<file path="config.mk">
export PLATFORM = sky130hd
export DESIGN_NAME = pmx_mgmt_regs
export DESIGN_NICKNAME = d
export VERILOG_FILES = /design/src/core/pmx_pkg.sv /design/src/core/pmx_mgmt_regs.sv /design/src/core/pmx_event_latch.sv
export SDC_FILE = /design/constraint.sdc
export NUM_CORES = 1
export LEC_CHECK = 0
export ABC_AREA = 1
export ABC_CLOCK_PERIOD_IN_PS = 2200
export BUFFER_PORTS_ARGS = -buffer_cell sky130_fd_sc_hd__buf_2
export CAP_MARGIN = 20
export CORE_UTILIZATION = 30
export CTS_CLUSTER_SIZE = 10
export DETAILED_ROUTE_END_ITERATION = 8
export GPL_ROUTABILITY_DRIVEN = 0
export GPL_TIMING_DRIVEN = 0
export PLACE_DENSITY = 0.56
export SLEW_MARGIN = 10
export SYNTH_ARGS = -nofsm -noshare
export SYNTH_HDL_FRONTEND = slang
export SYNTH_SLANG_ARGS = --single-unit
</file>
<file path="constraint.sdc">
create_clock -name sys_clk -period 2.2 [get_ports sys_clk]
set_input_delay 0 -clock sys_clk [delete_from_list [all_inputs] [get_ports sys_clk]]
set_output_delay 0 -clock sys_clk [all_outputs]
set_load 0.03 [all_outputs]
</file>
<file path="src/core/pmx_pkg.sv">
// constants, field layout and frame states of the management register bank
// assumes a 10 MHz system clock and an MDC clock sampled by that clock
`default_nettype none
package pmx_pkg;
  // register addresses on the management frame
  localparam logic [4:0] ADDR_ADV = 5'h04;
  localparam logic [4:0] ADDR_PARTNER = 5'h05;
  localparam logic [4:0] ADDR_CFG1 = 5'h10;
  localparam logic [4:0] ADDR_CFG2 = 5'h11;
  localparam logic [4:0] ADDR_EVENT = 5'h12;
  localparam logic [4:0] ADDR_MASK = 5'h13;
  localparam logic [4:0] ADDR_RSVD = 5'h14;
  // reset values and writable bits
  localparam logic [15:0] ADV_RST = 16'h01E1;
  localparam logic [15:0] ADV_WMASK = 16'hBDFF;
  localparam logic [15:0] CFG1_RST = 16'h0022;
  localparam logic [15:0] CFG2_RST = 16'hFF00;
  localparam logic [15:0] CFG2_WMASK = 16'h003F;
  localparam logic [15:0] MASK_RST = 16'hFFC0;
  localparam logic [15:0] RSVD_RST = 16'h00A0;
  localparam logic [15:0] ZERO16 = 16'h0000;
  // field positions
  localparam int ADV_RF = 13;
  localparam int ADV_T4 = 9;
  localparam int CFG1_LNKOFF = 15;
  localparam int CFG1_TXOFF = 14;
  localparam int CFG1_TXPDN = 13;
  localparam int CFG1_SCRBYP = 10;
  localparam int CFG1_UNSC = 9;
  localparam int CFG1_EQ = 8;
  localparam int CFG1_CABLE = 7;
  localparam int CFG1_SQL = 6;
  localparam int CFG1_AMP_LSB = 2;
  localparam int CFG1_EDGE_LSB = 0;
  localparam int CFG2_POLOFF = 5;
  localparam int CFG2_JABOFF = 4;
  localparam int CFG2_MULTI_REGISTER_ACCESS = 3;
  localparam int CFG2_IRQMDIO = 2;
  localparam int EV_W = 9;
  localparam int EV_LSB = 6;
  // edge rate codes
  localparam logic [1:0] EDGE_MINUS_QTR = 2'h3;
  localparam logic [1:0] EDGE_NOMINAL = 2'h2;
  localparam logic [1:0] EDGE_PLUS_QTR = 2'h1;
  localparam logic [1:0] EDGE_PLUS_HALF = 2'h0;
  // management frame
  localparam logic [5:0] PREAMBLE_LEN = 6'h20;
  localparam logic [1:0] OP_READ = 2'h2;
  localparam logic [1:0] OP_WRITE = 2'h1;
  localparam logic [4:0] CNT_OP_LAST = 5'h01;
  localparam logic [4:0] CNT_ADDR_LAST = 5'h09;
  localparam logic [4:0] CNT_TA_LAST = 5'h01;
  localparam logic [4:0] CNT_DATA_LAST = 5'h0F;
  // interrupt pulse on the data line
  localparam int CLK_PERIOD_NS = 100;
  localparam int IRQ_PULSE_NS = 800;
  localparam int IRQ_PULSE_CYC =
    (IRQ_PULSE_NS + CLK_PERIOD_NS - 1) / CLK_PERIOD_NS;
  typedef enum logic [2:0] {
    PMX_IDLE = 3'b000,
    PMX_START = 3'b001,
    PMX_OP = 3'b010,
    PMX_ADDR = 3'b011,
    PMX_TA = 3'b100,
    PMX_DATA = 3'b101
  } pmx_state_t;
endpackage
`default_nettype wire

</file>
<file path="src/core/pmx_mgmt_regs.sv">
// management register bank behind the serial management interface
// assumes mdc and mdio come from outside; event inputs are on sys_clk
`timescale 1ns/1ps
`default_nettype none
module pmx_mgmt_regs (
  // clock and reset
  input wire logic sys_clk,
  input wire logic rst_n,
  // management serial pins
  input wire logic mdc,
  input wire logic mdio_in,
  output logic mdio_out,
  output logic mdio_oe_n,
  input wire logic [4:0] phy_addr,
  // negotiation side
  input wire logic partner_load,
  input wire logic [15:0] partner_word,
  output logic [15:0] adv_code_word,
  // receive events and state from the core
  input wire logic link_fail,
  input wire logic sync_lost,
  input wire logic bad_code,
  input wire logic start_err,
  input wire logic end_err,
  input wire logic rev_polarity,
  input wire logic babble,
  input wire logic speed_100,
  input wire logic full_duplex,
  // configuration to the core
  output logic force_link_pass,
  output logic transmitter_off,
  output logic transmitter_powerdown,
  output logic scrambler_bypass,
  output logic unscrambled_idle_reject,
  output logic receive_equalizer_on,
  output logic cable_shielded,
  output logic squelch_level_adjust,
  output logic [3:0] transmit_amplitude_field,
  output logic [1:0] edge_rate_field,
  output logic polarity_correction_off,
  output logic babble_guard_off,
  // interrupt
  output logic phy_irq
);
  logic [15:0] adv, partner, cfg1, cfg2, mask, rsvd;
  logic speed_indication, duplex_indication;
  logic [pmx_pkg::EV_W-1:0] ev_cond, ev_lat;
  logic ev_clear;
  logic [15:0] status;
  logic mdc_s1, mdc_s2, mdc_s3, mdio_s1, mdio_s2, mdc_rise;
  pmx_pkg::pmx_state_t state;
  logic [4:0] cnt;
  logic [5:0] ones;
  logic [1:0] op;
  logic [9:0] addr_sh;
  logic [15:0] sh;
  logic hit, rd_drive, rd_bit;
  logic wr_en;
  logic [4:0] wr_addr;
  logic [15:0] wr_data;
  logic [4:0] phy_addr_s1, phy_addr_s2;
  logic irq_prev, irq_pend;
  logic [3:0] pulse_cnt;

  function automatic logic [15:0] reg_read(input logic [4:0] a,
    input logic [15:0] r_adv, input logic [15:0] r_partner,
    input logic [15:0] r_cfg1, input logic [15:0] r_cfg2,
    input logic [15:0] r_status, input logic [15:0] r_mask,
    input logic [15:0] r_rsvd);
    case (a)
      pmx_pkg::ADDR_ADV: reg_read = r_adv;
      pmx_pkg::ADDR_PARTNER: reg_read = r_partner;
      pmx_pkg::ADDR_CFG1: reg_read = r_cfg1;
      pmx_pkg::ADDR_CFG2: reg_read = r_cfg2;
      pmx_pkg::ADDR_EVENT: reg_read = r_status;
      pmx_pkg::ADDR_MASK: reg_read = r_mask;
      pmx_pkg::ADDR_RSVD: reg_read = r_rsvd;
      default: reg_read = pmx_pkg::ZERO16;
    endcase
  endfunction

  function automatic logic wr_hit(input logic en, input logic [4:0] a,
    input logic [4:0] target);
    wr_hit = en && (a == target);
  endfunction

  // pin synchronisers
  always_ff @(posedge sys_clk or negedge rst_n)
  begin
    if (!rst_n)
    begin
      mdc_s1 <= 1'b0;
      mdc_s2 <= 1'b0;
      mdc_s3 <= 1'b0;
      mdio_s1 <= 1'b1;
      mdio_s2 <= 1'b1;
      phy_addr_s1 <= 5'h00;
      phy_addr_s2 <= 5'h00;
    end
    else
    begin
      mdc_s1 <= mdc;
      mdc_s2 <= mdc_s1;
      mdc_s3 <= mdc_s2;
      mdio_s1 <= mdio_in;
      mdio_s2 <= mdio_s1;
      phy_addr_s1 <= phy_addr;
      phy_addr_s2 <= phy_addr_s1;
    end
  end
  assign mdc_rise = mdc_s2 && !mdc_s3;

  // management frame engine
  always_ff @(posedge sys_clk or negedge rst_n)
  begin
    if (!rst_n)
    begin
      state <= pmx_pkg::PMX_IDLE;
      cnt <= 5'h00;
      ones <= 6'h00;
      op <= 2'h0;
      addr_sh <= 10'h000;
      sh <= 16'h0000;
      hit <= 1'b0;
      rd_drive <= 1'b0;
      rd_bit <= 1'b0;
      wr_en <= 1'b0;
      wr_addr <= 5'h00;
      wr_data <= 16'h0000;
      ev_clear <= 1'b0;
    end
    else
    begin
      wr_en <= 1'b0;
      ev_clear <= 1'b0;
      if (mdc_rise)
      begin
        case (state)
          pmx_pkg::PMX_IDLE:
            if (mdio_s2)
            begin
              if (ones != pmx_pkg::PREAMBLE_LEN)
                ones <= ones + 6'h01;
            end
            else if (ones == pmx_pkg::PREAMBLE_LEN ||
                     cfg2[pmx_pkg::CFG2_MULTI_REGISTER_ACCESS])
              state <= pmx_pkg::PMX_START;
            else
              ones <= 6'h00;
          pmx_pkg::PMX_START:
          begin
            cnt <= 5'h00;
            ones <= 6'h00;
            state <= mdio_s2 ? pmx_pkg::PMX_OP : pmx_pkg::PMX_IDLE;
          end
          pmx_pkg::PMX_OP:
          begin
            op <= {op[0], mdio_s2};
            cnt <= (cnt == pmx_pkg::CNT_OP_LAST) ? 5'h00 : cnt + 5'h01;
            if (cnt == pmx_pkg::CNT_OP_LAST)
              state <= pmx_pkg::PMX_ADDR;
          end
          pmx_pkg::PMX_ADDR:
          begin
            addr_sh <= {addr_sh[8:0], mdio_s2};
            cnt <= (cnt == pmx_pkg::CNT_ADDR_LAST) ? 5'h00 : cnt + 5'h01;
            if (cnt == pmx_pkg::CNT_ADDR_LAST)
            begin
              // frames are answered only when the frame's phy address matches phy_addr
              hit <= (addr_sh[8:4] == phy_addr_s2);
              state <= pmx_pkg::PMX_TA;
            end
          end
          pmx_pkg::PMX_TA:
          begin
            cnt <= (cnt == pmx_pkg::CNT_TA_LAST) ? 5'h00 : cnt + 5'h01;
            if (hit && op == pmx_pkg::OP_READ)
            begin
              rd_drive <= 1'b1;
              rd_bit <= 1'b0;
              if (cnt == pmx_pkg::CNT_TA_LAST)
              begin
                sh <= reg_read(addr_sh[4:0], adv, partner, cfg1, cfg2,
                  status, mask, rsvd);
                rd_bit <= 1'(reg_read(addr_sh[4:0], adv, partner, cfg1,
                  cfg2, status, mask, rsvd) >> 15);
                ev_clear <= (addr_sh[4:0] == pmx_pkg::ADDR_EVENT);
              end
            end
            if (cnt == pmx_pkg::CNT_TA_LAST)
              state <= pmx_pkg::PMX_DATA;
          end
          pmx_pkg::PMX_DATA:
          begin
            cnt <= cnt + 5'h01;
            if (rd_drive)
            begin
              rd_bit <= sh[14];
              sh <= {sh[14:0], 1'b0};
            end
            else
              sh <= {sh[14:0], mdio_s2};
            if (cnt == pmx_pkg::CNT_DATA_LAST)
            begin
              rd_drive <= 1'b0;
              cnt <= 5'h00;
              state <= pmx_pkg::PMX_IDLE;
              wr_en <= hit && (op == pmx_pkg::OP_WRITE);
              wr_addr <= addr_sh[4:0];
              wr_data <= {sh[14:0], mdio_s2};
            end
          end
          default:
            state <= pmx_pkg::PMX_IDLE;
        endcase
      end
    end
  end

  // advertisement: unsupported abilities and read-only bits stay clear
  always_ff @(posedge sys_clk or negedge rst_n)
  begin
    if (!rst_n)
      adv <= pmx_pkg::ADV_RST;
    else if (wr_hit(wr_en, wr_addr, pmx_pkg::ADDR_ADV))
      adv <= wr_data & pmx_pkg::ADV_WMASK;
  end
  assign adv_code_word = adv;

  // partner ability, loaded by negotiation only
  always_ff @(posedge sys_clk or negedge rst_n)
  begin
    if (!rst_n)
      partner <= pmx_pkg::ZERO16;
    else if (partner_load)
      partner <= partner_word;
  end

  // configuration one
  always_ff @(posedge sys_clk or negedge rst_n)
  begin
    if (!rst_n)
      cfg1 <= pmx_pkg::CFG1_RST;
    else if (wr_hit(wr_en, wr_addr, pmx_pkg::ADDR_CFG1))
      cfg1 <= wr_data;
  end
  assign force_link_pass = cfg1[pmx_pkg::CFG1_LNKOFF];
  assign transmitter_off = cfg1[pmx_pkg::CFG1_TXOFF];
  assign transmitter_powerdown = cfg1[pmx_pkg::CFG1_TXPDN];
  assign scrambler_bypass = cfg1[pmx_pkg::CFG1_SCRBYP];
  assign unscrambled_idle_reject = cfg1[pmx_pkg::CFG1_UNSC];
  assign receive_equalizer_on =
    !cfg1[pmx_pkg::CFG1_EQ] && speed_indication;
  assign cable_shielded = cfg1[pmx_pkg::CFG1_CABLE];
  assign squelch_level_adjust = cfg1[pmx_pkg::CFG1_SQL];
  assign transmit_amplitude_field =
    cfg1[pmx_pkg::CFG1_AMP_LSB +: 4];
  assign edge_rate_field = cfg1[pmx_pkg::CFG1_EDGE_LSB +: 2];

  // configuration two: upper bits are fixed
  always_ff @(posedge sys_clk or negedge rst_n)
  begin
    if (!rst_n)
      cfg2 <= pmx_pkg::CFG2_RST;
    else if (wr_hit(wr_en, wr_addr, pmx_pkg::ADDR_CFG2))
      cfg2 <= (wr_data & pmx_pkg::CFG2_WMASK) |
              (pmx_pkg::CFG2_RST & ~pmx_pkg::CFG2_WMASK);
  end
  assign polarity_correction_off = cfg2[pmx_pkg::CFG2_POLOFF];
  assign babble_guard_off = cfg2[pmx_pkg::CFG2_JABOFF];

  // mask and reserved registers
  always_ff @(posedge sys_clk or negedge rst_n)
  begin
    if (!rst_n)
    begin
      mask <= pmx_pkg::MASK_RST;
      rsvd <= pmx_pkg::RSVD_RST;
    end
    else
    begin
      if (wr_hit(wr_en, wr_addr, pmx_pkg::ADDR_MASK))
        mask <= wr_data;
      if (wr_hit(wr_en, wr_addr, pmx_pkg::ADDR_RSVD))
        rsvd <= wr_data;
    end
  end

  // speed and duplex state
  always_ff @(posedge sys_clk or negedge rst_n)
  begin
    if (!rst_n)
    begin
      speed_indication <= 1'b1;
      duplex_indication <= 1'b0;
    end
    else
    begin
      speed_indication <= speed_100;
      duplex_indication <= full_duplex;
    end
  end

  // events: seven conditions plus speed and duplex changes
  assign ev_cond = {link_fail, sync_lost, bad_code, start_err, end_err,
    rev_polarity, babble, speed_100 != speed_indication,
    full_duplex != duplex_indication};

  pmx_event_latch #(
    .W(pmx_pkg::EV_W)
  ) u_events (
    .sys_clk(sys_clk),
    .rst_n(rst_n),
    .cond(ev_cond),
    .clear(ev_clear),
    .latched(ev_lat)
  );

  assign status = {|ev_lat, ev_lat[pmx_pkg::EV_W-1:2], speed_indication,
    duplex_indication, 6'h00};
  assign phy_irq = |({|ev_lat, ev_lat} &
    ~mask[15:pmx_pkg::EV_LSB]);

  // interrupt pulse on the idle data line
  always_ff @(posedge sys_clk or negedge rst_n)
  begin
    if (!rst_n)
    begin
      irq_prev <= 1'b0;
      irq_pend <= 1'b0;
      pulse_cnt <= 4'h0;
    end
    else
    begin
      irq_prev <= phy_irq;
      if (phy_irq && !irq_prev && cfg2[pmx_pkg::CFG2_IRQMDIO])
        irq_pend <= 1'b1;
      else if (irq_pend && pulse_cnt == 4'h0 &&
               state == pmx_pkg::PMX_IDLE)
        irq_pend <= 1'b0;
      if (pulse_cnt != 4'h0)
        pulse_cnt <= pulse_cnt - 4'h1;
      else if (irq_pend && state == pmx_pkg::PMX_IDLE)
        pulse_cnt <= 4'(pmx_pkg::IRQ_PULSE_CYC);
    end
  end

  assign mdio_oe_n = !(rd_drive || pulse_cnt != 4'h0);
  assign mdio_out = rd_drive && rd_bit;

  property p_rf_adv;
    @(posedge sys_clk) disable iff (!rst_n)
    wr_hit(wr_en, wr_addr, pmx_pkg::ADDR_ADV) |=>
      adv_code_word[pmx_pkg::ADV_RF] == $past(wr_data[pmx_pkg::ADV_RF]);
  endproperty
  a_rf_adv: assert property (p_rf_adv)
    else $error("remote fault not advertised");

  property p_no_t4;
    @(posedge sys_clk) disable iff (!rst_n)
    !adv_code_word[pmx_pkg::ADV_T4];
  endproperty
  a_no_t4: assert property (p_no_t4)
    else $error("unsupported ability advertised");

  property p_partner_hold;
    @(posedge sys_clk) disable iff (!rst_n)
    !partner_load |=> $stable(partner);
  endproperty
  a_partner_hold: assert property (p_partner_hold)
    else $error("partner ability changed without load");

  property p_cfg1_bits;
    @(posedge sys_clk) disable iff (!rst_n)
    wr_hit(wr_en, wr_addr, pmx_pkg::ADDR_CFG1) |=>
      force_link_pass == $past(wr_data[pmx_pkg::CFG1_LNKOFF]) &&
      scrambler_bypass == $past(wr_data[pmx_pkg::CFG1_SCRBYP]) &&
      transmitter_off == $past(wr_data[pmx_pkg::CFG1_TXOFF]);
  endproperty
  a_cfg1_bits: assert property (p_cfg1_bits)
    else $error("configuration write not applied");

  property p_equalizer;
    @(posedge sys_clk) disable iff (!rst_n)
    receive_equalizer_on |-> speed_indication;
  endproperty
  a_equalizer: assert property (p_equalizer)
    else $error("equalizer on at 10M");

  property p_read_clears;
    @(posedge sys_clk) disable iff (!rst_n)
    ev_clear && ev_cond == '0 ##1 ev_cond == '0 |-> status[15] == 1'b0;
  endproperty
  a_read_clears: assert property (p_read_clears)
    else $error("change summary not cleared by read");

  property p_mask_blocks;
    @(posedge sys_clk) disable iff (!rst_n)
    (&mask[15:pmx_pkg::EV_LSB]) |-> !phy_irq;
  endproperty
  a_mask_blocks: assert property (p_mask_blocks)
    else $error("masked event raised interrupt");

  property p_irq_pulse;
    @(posedge sys_clk) disable iff (!rst_n)
    $rose(pulse_cnt != 4'h0) |-> (!mdio_oe_n && !mdio_out)[*8];
  endproperty
  a_irq_pulse: assert property (p_irq_pulse)
    else $error("interrupt pulse too short");

  property p_read_turn;
    @(posedge sys_clk) disable iff (!rst_n)
    $rose(rd_drive) |-> ##[1:40] state == pmx_pkg::PMX_DATA && rd_drive;
  endproperty
  a_read_turn: assert property (p_read_turn)
    else $error("read answer not driven");

  c_read: cover property (@(posedge sys_clk) $fell(rd_drive));
  c_write: cover property (@(posedge sys_clk) wr_en);
  c_pulse: cover property (@(posedge sys_clk) $rose(pulse_cnt != 4'h0));
  c_clear: cover property (@(posedge sys_clk) ev_clear && |ev_cond);
endmodule
`default_nettype wire

</file>
<file path="src/core/pmx_event_latch.sv">
// sticky event bits, cleared by a read strobe unless still present
// assumes conditions and clear come from the system clock domain
`timescale 1ns/1ps
`default_nettype none
module pmx_event_latch #(
  parameter int W = 9
) (
  // clock and reset
  input wire logic sys_clk,
  input wire logic rst_n,
  // events
  input wire logic [W-1:0] cond,
  input wire logic clear,
  output logic [W-1:0] latched
);
  genvar i;
  generate
    for (i = 0; i < W; i++)
    begin : g_bit
      // a new event wins over the read clear
      always_ff @(posedge sys_clk or negedge rst_n)
      begin
        if (!rst_n)
          latched[i] <= 1'b0;
        else if (cond[i])
          latched[i] <= 1'b1;
        else if (clear)
          latched[i] <= 1'b0;
      end
    end
  endgenerate

  property p_set_wins;
    @(posedge sys_clk) disable iff (!rst_n)
    (|cond) |=> ((latched & $past(cond)) == $past(cond));
  endproperty
  a_set_wins: assert property (p_set_wins)
    else $error("event lost while clearing");
endmodule
`default_nettype wire

</file>
**Word-level counts from Yosys, hierarchy flattened**

Cells that the tools add are included.

- Register bits: 182
- Output and inout bits: 35
- Logic and storage cells: 182

- $add $sub $neg: 3
- Equality and inequality tests: 37
- Mux-type cells: 49
- Bitwise gates (word level): 2
- Reduce and logical (&&, ||, !) cells: 51

Operator list:

| operator | number |
|---|---|
| $pmux 16 s7 | 1 |
| $eq 5x5->1 const B | 9 |
| $mux 15 | 2 |
| $pmux 15 s2 | 1 |
| $reduce_bool 2->1 | 13 |
| $mux 1 | 25 |
| $pmux 5 s4 | 1 |
| $mux 3 | 6 |
| $mux 6 | 3 |
| $pmux 3 s6 | 1 |
| $ne 2x2->1 const B | 8 |
| $reduce_and 4->1 | 4 |
| $eq 5x3->1 const B | 3 |
| $logic_and 1x1->1 | 15 |
| $mux 5 | 3 |
| $pmux 6 s2 | 1 |
| $and 10x10->10 | 1 |
| $eq 5x4->1 const B | 2 |
| $not 10->10 | 1 |
| $reduce_or 10->1 | 1 |
| $reduce_or 9->1 | 1 |
| $mux 4 | 2 |
| $reduce_bool 4->1 | 2 |
| $reduce_and 7->1 | 1 |
| other kinds (23) | 35 |

**Longest topological paths before layout**

Gate-level depths: netlist (run 1).

- Depth in word-level cells: 6
- Mapped depth: 10

**Hierarchy**

Synthesis (run 1) repeated with hierarchy kept, for this count alone.

- Cell total of the unflattened synthesis: 1,011
- Area total of the unflattened synthesis: 8,341.8 µm²

By module, submodules not included:

| module | instances | cells each | area each (µm²) |
|---|---|---|---|
| pmx_mgmt_regs | 1 | 974 | 8,011.4 |
| pmx_event_latch | 1 | 37 | 330.3 |

**Worst setup path before layout (run 1)**

Ideal clock, no wire load.

- Kind: register to register
- Start: register cnt[0]
- End: register wr_data[12]
- Library setup time: 83 ps
- Data arrival time: 1,500 ps
- Required time: 2,117 ps
- Path slack: 617 ps
- Cell stages (with the launch flop): 9
- Buffers on the path: 1
- Path through: dfrtp_1 > ha_1 > nand3_1 > inv_1 > ha_1 > nand2_1 > clkbuf_1 > nand2_1 > o21ai_0

- Cells in the longest elaborated chain, start to end: 2

Ends and longest elaborated chain:

| what | RTL line | text |
|---|---|---|
| from (decl) | pmx_mgmt_regs.sv:52 | `logic [4:0] cnt;` |
| from (signal assigned) | pmx_mgmt_regs.sv:159 | `cnt <= (cnt == pmx_pkg::CNT_OP_LAST) ? 5'h00 : cnt + 5'h01;` |
| from (signal assigned) | pmx_mgmt_regs.sv:166 | `cnt <= (cnt == pmx_pkg::CNT_ADDR_LAST) ? 5'h00 : cnt + 5'h01;` |
| from (signal assigned) | pmx_mgmt_regs.sv:176 | `cnt <= (cnt == pmx_pkg::CNT_TA_LAST) ? 5'h00 : cnt + 5'h01;` |
| $eq 5x4->1 | pmx_mgmt_regs.sv:203 | `if (cnt == pmx_pkg::CNT_DATA_LAST)` |
| $reduce_and 3->1 (no source line) | n/a |  |
| to (signal assigned) | pmx_mgmt_regs.sv:210 | `wr_data <= {sh[14:0], mdio_s2};` |
| to (decl) | pmx_mgmt_regs.sv:60 | `logic [15:0] wr_data;` |

Every way passes these cells.
A chain may end at the register's enable or synchronous reset.

**Final worst setup path (run 1)**

- Start: register cnt[0]
- End: register wr_data[8]

The elaborated chain is that of the path after synthesis.

==> results.md, run 1 <==
- Status: completed
- Worst-Margin Slew: 0.621 ns
- Minimum hold slack: 0.102 ns
- Post-synthesis sequential area ratio: between 50 and 60%
- Worst-path fanout max: 10
- Final Power: between 6 and 7 mW
- Layout Cells excl Fill: ~1500
- Max VDD drop: 497 µV
- Slowest stage delay, CP: around 0.47 ns
- Chip height: roughly 170 µm
- IO Pins: 70
- Row Count: 61
- Vias in the first global route: between 6000 and 7000
- Total CTS buffers: 17
- Startpoint class of the critical path: flip-flop
- Share of layout cells above drive strength 1: roughly 16%
- H-tree depth: 4
- Pin count of the biggest net entering global routing: about 110
- Pre-Repair DR Iteration Count: 5
- Slowest library cell on the worst path: clkbuf_1
- Die area: around 0.029 mm²
- Worst Path Buf+Inv: 2
- HP Class: input pin to flip-flop
- Worst rel slew slack: 58.6%
- Count of final hold-check violations: 0
- Post-synth EDFFs: 0
- PostCTS Resize Cnt: 0
- Grt ovf: 0
- FF+latch area: between 0.004 and 0.005 mm²
- Power density over the cells: 671 mW/mm²
- DR WL/cell: about 15 µm
- Worst-case clock buffer depth: 2
- Nets: about 1200
- Initial antenna violation count: 0
- Iteration-0 DRC Markers: 542
- Area of the multi-input gates: about 0.0033 mm²
- Setup Fix Bufs, Post-CTS: 0
- Crit path kind: flip-flop to flip-flop
- Synth Register Bits: between 150 and 200
- Clock sink total: 182
- Worst-path cell chain: ha_1 -> nand3_1 -> inv_1 -> ha_1 -> nand2_1 -> clkbuf_1 -> nand2_1 -> o21ai_0
- First-pass GRT wire length: 37300 µm
- Clk_skew: ~0.012 ns
- HPWL Detailed: between 15000 and 20000 µm
- Residual DRC count: 0
- Starting Density: between 30% and 40%
- Clock latency on the worst-skew pair: 0.44 ns
- Fillcell total: 2903
- Final Max Slew Viols: 0
- Syn Area/Cell: between 8 and 9 µm²
- Via density: between 4 and 5
- Leak: about 4.8 nW
- PortBufs: 66
- Clock transition at the registers of the reported paths: around 0.07 ns
- Ys flop type: dfrtp_1
- CTS tree: yes
- Synthesized cell area: around 0.0085 mm²
- Core Util, Final: about 37%
- Fin area: approximately 0.01 mm²
- Crit. End Element: flip-flop
- Area grow syn2layout: 21.0%
- Async SR Flop Fraction: 100%
- Endpoints failing setup: 0
- Crit path time final: approximately 2.0 ns
- Yosys cell types: 40
- WL final: between 20000 and 25000 µm
- RSZ-0062 raised after global routing: false
- Dpl cell area: a little over 0.009 mm²
- Crit path DAT: ~2.4 ns
- Crit share post-route: between 90 and 100%
- Die X: roughly 170 µm
- Vias: 7135
- Synth warn: 0
- Worst EP required: 2.55 ns
- Post-route ant nets: 0
- Placed Cells: roughly 1500
- Syn Inst Count: between 1000 and 1500
- # Max-Cap Violations: 0
- Clock root buffer: clkbuf_16
- Delay-heaviest family, CP: buffers and inverters
- # diodes: 0
- Total core area: approximately 0.028 mm²
- Fmax: 500 MHz
- Tot GR Track Use: roughly 17%
layer usage:
layer  vias up  share of wire, %  global-route usage, %
li1       3485                 -                      -
met3        28               3.4                   2.98
met2       151                47                   26.7
met1      3471                48                   23.3
met5         -                 0                      0
met4         0               2.3                   6.15
cell type report:
cell class              count  area share [%]
clock inverters            12            1.61
flip-flops and latches    182            44.7
well taps                 378            4.61
repair buffers            100            6.81
plain buffers              48            2.54
multi-input cells         678            31.7
inverters                 103            3.77
clock buffers              20            4.26
cells in the final DEF, fill, tap and decap left out, drive strengths merged, types with 33 or more instances in the layout:
| cell | count |
|---|---|
| nand2 | 250 |
| dfrtp | 160 |
| nor2 | 135 |
| o21ai | 125 |
| inv | 108 |
| buf | 96 |
| nand3 | 54 |
| clkbuf | 39 |
| nand4 | 33 |
| dlygate4sd3 | 33 |
power by group:
group | switching, mW | internal, mW
clock network | 1.39 | 1.81
logic | 0.131 | 0.112
registers | 0.0318 | 3.40
total | 1.55 | 5.33
repair_timing:
action	in CTS	in global routing
hold endpoints to repair	109	0
hold buffers	33	0
setup endpoints to repair	0	0
cells in the mapped netlist, drive strengths merged (7+ instances only):
master | number | area share, %
a21oi | 22 | 1.3
buf | 29 | 2.2
clkbuf | 19 | 0.84
dfrtp | 160 | 47
dfstp | 22 | 6.8
inv | 103 | 4.6
mux2 | 14 | 1.9
nand2 | 250 | 11
nand3 | 54 | 3.5
nand4 | 33 | 2.4
nor2 | 135 | 6.5
nor3 | 10 | 0.72
o21ai | 125 | 7.5
o21bai | 7 | 0.62
through the flow:
stage          setup slack [ns]  TNS (ns)
6_report                  0.201         0
5_1_grt                  0.0235         0
4_1_cts                   0.166         0
3_5_place_dp              0.167         0
3_3_place_gp              -1.97   -330.75
2_1_floorplan             0.617         0
logic make-up (layout without fill, tap and decap cells):
| logic type | Yosys count | after routing | share of synthesized area [%] |
|---|---|---|---|
| and+or+nand+nor | 488 | 488 | 24.7 |
| muxes | 15 | 15 | 1.98 |
| DFF | 182 | 182 | 54.0 |
| other | 1 | 2 | 0.0442 |
| AOI/OAI and AO/OA | 159 | 159 | 9.90 |
| xor gates and xnor gates | 8 | 8 | 0.826 |
| buffers and inverters | 151 | 283 | 7.63 |
| adders and majority gates | 6 | 6 | 0.885 |
sequential cells by signal, indices dropped and copies added, names as in the netlist, 2 cells and up:
register / cells
phy_addr_s1: 5
u_events.latched: 9
cfg1: 16
rsvd: 16
ones: 6
wr_data: 16
partner: 16
cfg2: 6
sh: 15
mask: 16
op: 2
cnt: 5
adv_code_word: 14
pulse_cnt: 4
addr_sh: 9
wr_addr: 5
state: 3
phy_addr_s2: 5
path summary, 6_finish.rpt:
check / from / to / slack, ns / cells after the start
worst min-delay path: partner_load / partner[3] / 0.10 / 2
worst max register to register: cnt[0] / wr_data[8] / 0.20 / 8
worst min register to register: mdc_s1 / mdc_s2 / 0.36 / 0
min in group asynchronous: rst_n / phy_addr_s1[2] / 0.11 / 2
max in group asynchronous: rst_n / mask[10] / 1.14 / 3
worst max-delay path: cnt[0] / wr_data[8] / 0.20 / 8
(Power assumes the default switching activity.)
==> run 2, diff against run 1 <==
SYNTH_HIERARCHICAL = 1   (was default)
==> results.md, run 2 <==
- Status: completed
- Reg2reg start: cnt[0]
- Worst-Margin Slew: 0.692 ns (+0.0715 ns)
- Pin count of the biggest net entering global routing: 97 (-10%)
- # diodes: 0 (unchanged)
- Fillcell total: 2826 (-2.7%)
- Syn Inst Count: 1011 (+0.099%)
- Final Power: 6.83 mW (-0.73%)
- Power density over the cells: 675 mW/mm² (+0.73%)
- Area grow syn2layout: 21.2%
- Top area cells in the synthesized netlist: dfrtp_1 48%, nand2_1 13%, o21ai_0 8.0%, dfstp_2 6.9%, nor2_1 4.8%
- Met1 Routed Length: 10500 µm (-4.1%)
- Worst-case clock buffer depth: 2 (unchanged)
- Leak: 4.79 nW (+0.60%)
- Syn Area/Cell: 8.25 µm² (-1.7%)
- Synth warn: 6 (+6)
- Worst r2r dst: wr_data[12]
- Die area: 0.0285 mm² (-1.6%)
- Layout Cells excl Fill: 1516 (-0.33%)
- Final Max Slew Viols: 0 (unchanged)
- IO Pins: 70 (unchanged)
- Dominant cell by count in the synthesized netlist: nand2_1
- Crit path DAT: 2.34 ns (about the same)
- Area of the multi-input gates: 0.00311 mm² (-4.5%)
- Clock sink total: 182 (unchanged)
- Total CTS buffers: 17 (unchanged)
- Nets: 1172 (+0.085%)
- Worst EP required: 2.50 ns (-0.05 ns)
- PortBufs: 66 (unchanged)
- Vias: 6925 (-2.9%)
- Routed wl met3: 725 µm (-7.3%)
- Via density: 4.57 (-2.6%)
- First-pass GRT wire length: 37100 µm (-0.52%)
- Place WS: 0.188 ns (+0.0214 ns)
- Clock transition at the registers of the reported paths: 0.07 ns (about the same)
- DR WL met2: 11100 µm (+3.4%)
- Starting Density: 30.8% (+0.26 points)
- Tot GR Track Use: 16.8% (-0.11 points)
- Post-synthesis sequential area ratio: 54.9% (+0.89 points)
- PostCTS Resize Cnt: 0 (unchanged)
- Vias in the first global route: 6969 (+3.2%)
- Crit path kind: flip-flop to flip-flop
- Min-delay src: partner_load
- Crit path time final: 2.04 ns (+0.0420 ns)
- Worst rel slew slack: 53.9% (-4.8 points)
- Minimum hold slack: 0.0225 ns (-0.0796 ns)
- RSZ-0062 raised after global routing: false
- Largest area contributor in the netlist: dfrtp_1
- Crit share post-route: 92.8% (+1.9 points)
- Ys flop type: dfrtp_1
- Residual DRC count: 0 (unchanged)
- Crit. End Element: flip-flop
- Yosys cell types: 34 (-15%)
- Commonest non-fill, non-tap cell in the layout: nand2_1
- HPWL Detailed: 16300 µm (-1.9%)
- Max VDD drop: 629 µV (+26%)
- Clock latency on the worst-skew pair: 0.43 ns (about the same)
- # Max-Cap Violations: 0 (unchanged)
- Grt ovf: 0 (unchanged)
- Iteration-0 DRC Markers: 486 (-10%)
- Count of final hold-check violations: 0 (unchanged)
- FF+latch area: 0.00458 mm² (unchanged)
- Endpoints failing setup: 0 (unchanged)
- Share of layout cells above drive strength 1: 15.1% (-1.1 points)
- Fmax: 490 MHz (-2.1%)
- Worst-path fanout max: 10 (unchanged)
- Row Count: 60 (-1.6%)
- Post-synth EDFFs: 0 (unchanged)
- Synth cell count leaders: 285 x nand2_1, 160 x dfrtp_1, 134 x o21ai_0
- Yosys top cell area share: 48.0% (+0.78 points)
- DR WL/cell: 15.0 µm (-1.0%)
- Die X: 169 µm (-0.81%)
- Post-route ant nets: 0 (unchanged)
- HP Class: input pin to flip-flop
- Post-route setup slack: 0.159 ns (-0.0420 ns)
- WL final: 22700 µm (-1.3%)
- Placed Cells: 1451 (-0.34%)
- Worst reg2reg setup slack: 0.16 ns (-0.04 ns)
- Pre-Repair DR Iteration Count: 8 (+3)
- Chip height: 169 µm (-0.81%)
- CTS tree: yes
- Initial antenna violation count: 0 (unchanged)
- Synthesized cell area: 0.00834 mm² (-1.6%)
- Clock root buffer: clkbuf_16
- Fin area: 0.0101 mm² (-1.5%)
- Total core area: 0.0271 mm² (-2.4%)
- Crit. Startpoint: cnt[0]
- Async SR Flop Fraction: 100% (unchanged)
- Synth Register Bits: 182 (unchanged)
- CP Capture Point: wr_data[12]
- Startpoint class of the critical path: flip-flop
- Clk_skew: 0.0120 ns (-0.000143 ns)
- Most frequent cells in the layout: 285 x nand2_1, 160 x dfrtp_1, 134 x o21ai_0, 107 x nor2_1, 106 x inv_1
- Setup Fix Bufs, Post-CTS: 0 (unchanged)
- H-tree depth: 4 (unchanged)
- R2R depth: 9 (+1)
- Dpl cell area: 0.00918 mm² (-1.6%)
- Max layer used: met4
==> run 2: final cells by class <==
class / instances / share of cell area, %
Sequential cell: 182 / 45.3
Multi-Input combinational cell: 675 / 30.7
Timing Repair Buffer: 100 / 6.91
Tap cell: 372 / 4.61
Clock buffer: 21 / 4.46
Inverter: 114 / 4.23
Buffer: 41 / 2.27
Clock inverter: 11 / 1.46
==> run 2: worst min path at each step <==
stage / to / slack, ns / cells past startpoint
2_1_floorplan: addr_sh[0] / -0.30 / 0
3_3_place_gp: mdio_s1 / 0.11 / 1
3_5_place_dp: ones[0] / 0.05 / 1
4_1_cts: partner[1] / 0.02 / 2
5_1_grt: partner[0] / 0.11 / 2
6_report: partner[1] / 0.02 / 2
==> run 2: metal layers <==
metal | up-vias | track usage (%)
met5 | - | 0
met4 | 0 | 5.10
met3 | 25 | 2.83
met2 | 123 | 28.3
met1 | 3363 | 22.2
li1 | 3414 | -
==> run 2: logic make-up (layout without fill, tap and decap cells) <==
family / count (synthesis) / after routing / synth area share, %
simple gates: 471 / 471 / 23.5
mux: 5 / 5 / 0.675
flops: 182 / 182 / 54.9
xor+xnor: 10 / 10 / 1.05
other cells: 1 / 2 / 0.0450
compound gates: 181 / 181 / 11.0
buf+inv: 155 / 287 / 7.87
fa+ha+maj: 6 / 6 / 0.900
==> run 2: worst max-delay path, cell delays in order, from the launching register on <==
cell	delay, ns
dfrtp_1	0.41
ha_1	0.22
nand3_1	0.11
inv_1	0.07
ha_1	0.18
inv_1	0.09
nor3_2	0.22
buf_4	0.22
buf_2	0.26
o21ai_0	0.13
==> run 2: where the power goes <==
part | internal, mW | switching (mW)
clock network | 1.82 | 1.32
registers | 3.40 | 0.0295
logic | 0.104 | 0.148
==> run 2: what timing repair did <==
action                                  in CTS  in global routing
hold buffers                                33                  0
endpoints found under the setup margin       0                  0
endpoints found under the hold margin      110                  0
==> run 2: stage by stage <==
stage	TNS [ns]	utilization, %
after floorplan	0	-
after global placement	-333.91	33.7
after detailed placement	0	33.9
after CTS	0	37.3
after global routing	0	37.3
final	0	37.3
==> run 3, diff against run 2 <==
ABC_CLOCK_PERIOD_IN_PS = 1950   (was 2200)
GPL_TIMING_DRIVEN = default   (was 0)
clock period = 1.95 ns   (was 2.2 ns; I/O delays follow)
==> results.md, run 3 (synthesized netlist as in run 2, its figures left out) <==
- Status: completed
- Clk_skew: 0.0161 ns (+0.00406 ns)
- DR WL/cell: 14.2 µm (-5.5%)
- Hold Crit Depth: 3 (+1)
- Crit path kind: flip-flop to primary output
- Iteration-0 DRC Markers: 348 (-28%)
- Total core area: 0.0271 mm² (unchanged)
- HP Class: input pin to flip-flop
- Worst-Margin Slew: 0.543 ns (-0.149 ns)
- Count of final hold-check violations: 0 (unchanged)
- Crit path DAT: 1.81 ns (-0.53 ns)
- Tot GR Track Use: 16.1% (-0.74 points)
- # Max-Cap Violations: 0 (unchanged)
- Crit path time final: between 1.5 and 2 ns
- Clock latency on the worst-skew pair: 0.44 ns (about the same)
- Chip height: 169 µm (unchanged)
- IO Pins: 70 (unchanged)
- PortBufs: 67 (+1.5%)
- Grt ovf: 0 (unchanged)
- First-pass GRT wire length: 35800 µm (-3.4%)
- Crit share post-route: just over 90%
- H-tree depth: 4 (unchanged)
- Worst EP required: 1.95 ns (-0.55 ns)
- Pre-Repair DR Iteration Count: 6 (-2)
- Via density: 4.45 (-2.6%)
- Die X: 169 µm (unchanged)
- Area grow syn2layout: 22.3%
- RSZ-0062 raised after global routing: false
- Starting Density: 30.8% (unchanged)
- Share of layout cells above drive strength 1: 16.3% (+1.2 points)
- Total CTS buffers: 17 (unchanged)
- R2R depth: 8 (-1)
- Fmax: 553 MHz
- # diodes: 0 (unchanged)
- Final Max Slew Viols: 0 (unchanged)
- Post-route ant nets: 0 (unchanged)
- Clock transition at the registers of the reported paths: 0.08 ns (about the same)
- Dpl cell area: 0.00920 mm² (+0.26%)
- Max VDD drop: 514 µV (-18%)
- Vias: 6734 (-2.8%)
- Power density over the cells: 742 mW/mm² (+9.9%)
- Startpoint class of the critical path: flip-flop
- Fin area: 0.0102 mm² (+0.94%)
- WL final: 21500 µm (-5.6%)
- Worst-case clock buffer depth: 2 (unchanged)
- Clock sink total: 182 (unchanged)
- Endpoints failing setup: 0 (unchanged)
- Nets: 1170 (-0.17%)
- Pin count of the biggest net entering global routing: 60 (-38%)
- Residual DRC count: 0 (unchanged)
- Most frequent cells in the layout: 284 x nand2_1, 160 x dfrtp_1, 134 x o21ai_0, 107 x nor2_1, 106 x inv_1
- Worst-path fanout max: 3 (-7)
- Final Power: 7.58 mW (+11%)
- Leak: 4.84 nW (+1.1%)
- Initial antenna violation count: 0 (unchanged)
- Worst rel slew slack: 63.8% (+10 points)
- HPWL Detailed: 15100 µm (-7.5%)
- Crit. End Element: primary output
- Sum Neg Setup Slack: 0 ns (unchanged)
- Vias in the first global route: 6718 (-3.6%)
- Fillcell total: 2818 (-0.28%)
- Die area: 0.0285 mm² (unchanged)
- Core Util, Final: 37.6% (+0.35 points)
- CTS tree: yes
- Commonest non-fill, non-tap cell in the layout: nand2_1
- Clock root buffer: clkbuf_16
- Row Count: 60 (unchanged)
-- run 3: final timing paths --
kind                           startpoint              to  slack [ns]
max                               mask[7]         phy_irq        0.14
min reg2reg                phy_addr_s1[0]  phy_addr_s2[0]        0.35
max reg2reg                        cnt[0]     wr_data[14]        0.19
max in group asynchronous           rst_n         cfg1[1]        1.05
min in group asynchronous           rst_n         ones[2]        0.12
min                          partner_load      partner[3]        0.03
-- run 3: area by class of cell --
class	instances	area, µm²	share of cell area [%]
multi-input combinational	675	3120	30.6
tap	372	465	4.56
inverter	114	428	4.19
clock buffer	18	429	4.21
clock inverter	14	155	1.52
sequential	182	4580	44.9
timing repair buffer	139	1020	10.0
-- run 3: through the flow --
step	cells	setup slack, ns	hold slack (ns)
3_3_place_gp	1441	0.168	0.0224
5_1_grt	1514	0.0211	0.0460
6_report	1514	0.141	0.0264
2_1_floorplan	1012	0.319	-0.296
3_5_place_dp	1441	0.104	0.0272
4_1_cts	1514	0.00679	0.00792
-- run 3: what timing repair did --
item,4_1_cts,5_1_grt
hold endpoints to repair,97,0
setup buffers,1,0
setup endpoints to repair,1,11
pin swaps,1,0
hold buffers,40,0
gates resized for setup,0,2
-- run 3: metal layers --
metal | part of all wire [%] | routed length (µm) | global-route usage, %
met3 | 3.2 | 679 | 2.99
met4 | 1.1 | 226 | 3.95
met1 | 46 | 9810 | 21.0
met2 | 50 | 10700 | 27.5
met5 | 0 | 0 | 0
-- run 3: critical path, stage by stage (launching register included) --
cell and delay [ns]:
dfstp_2 0.55, inv_1 0.05, nand2_1 0.06, nand3_1 0.09, nor3_2 0.16, o211ai_1 0.11
buf_4 0.17, buf_2 0.18
-- run 3: where the power goes --
part,total (mW),internal [mW],switching [mW]
Sequential,3.87,3.84,0.0315
Clock,3.41,1.72,1.69
Combinational,0.296,0.127,0.169
Total,7.58,5.69,1.89
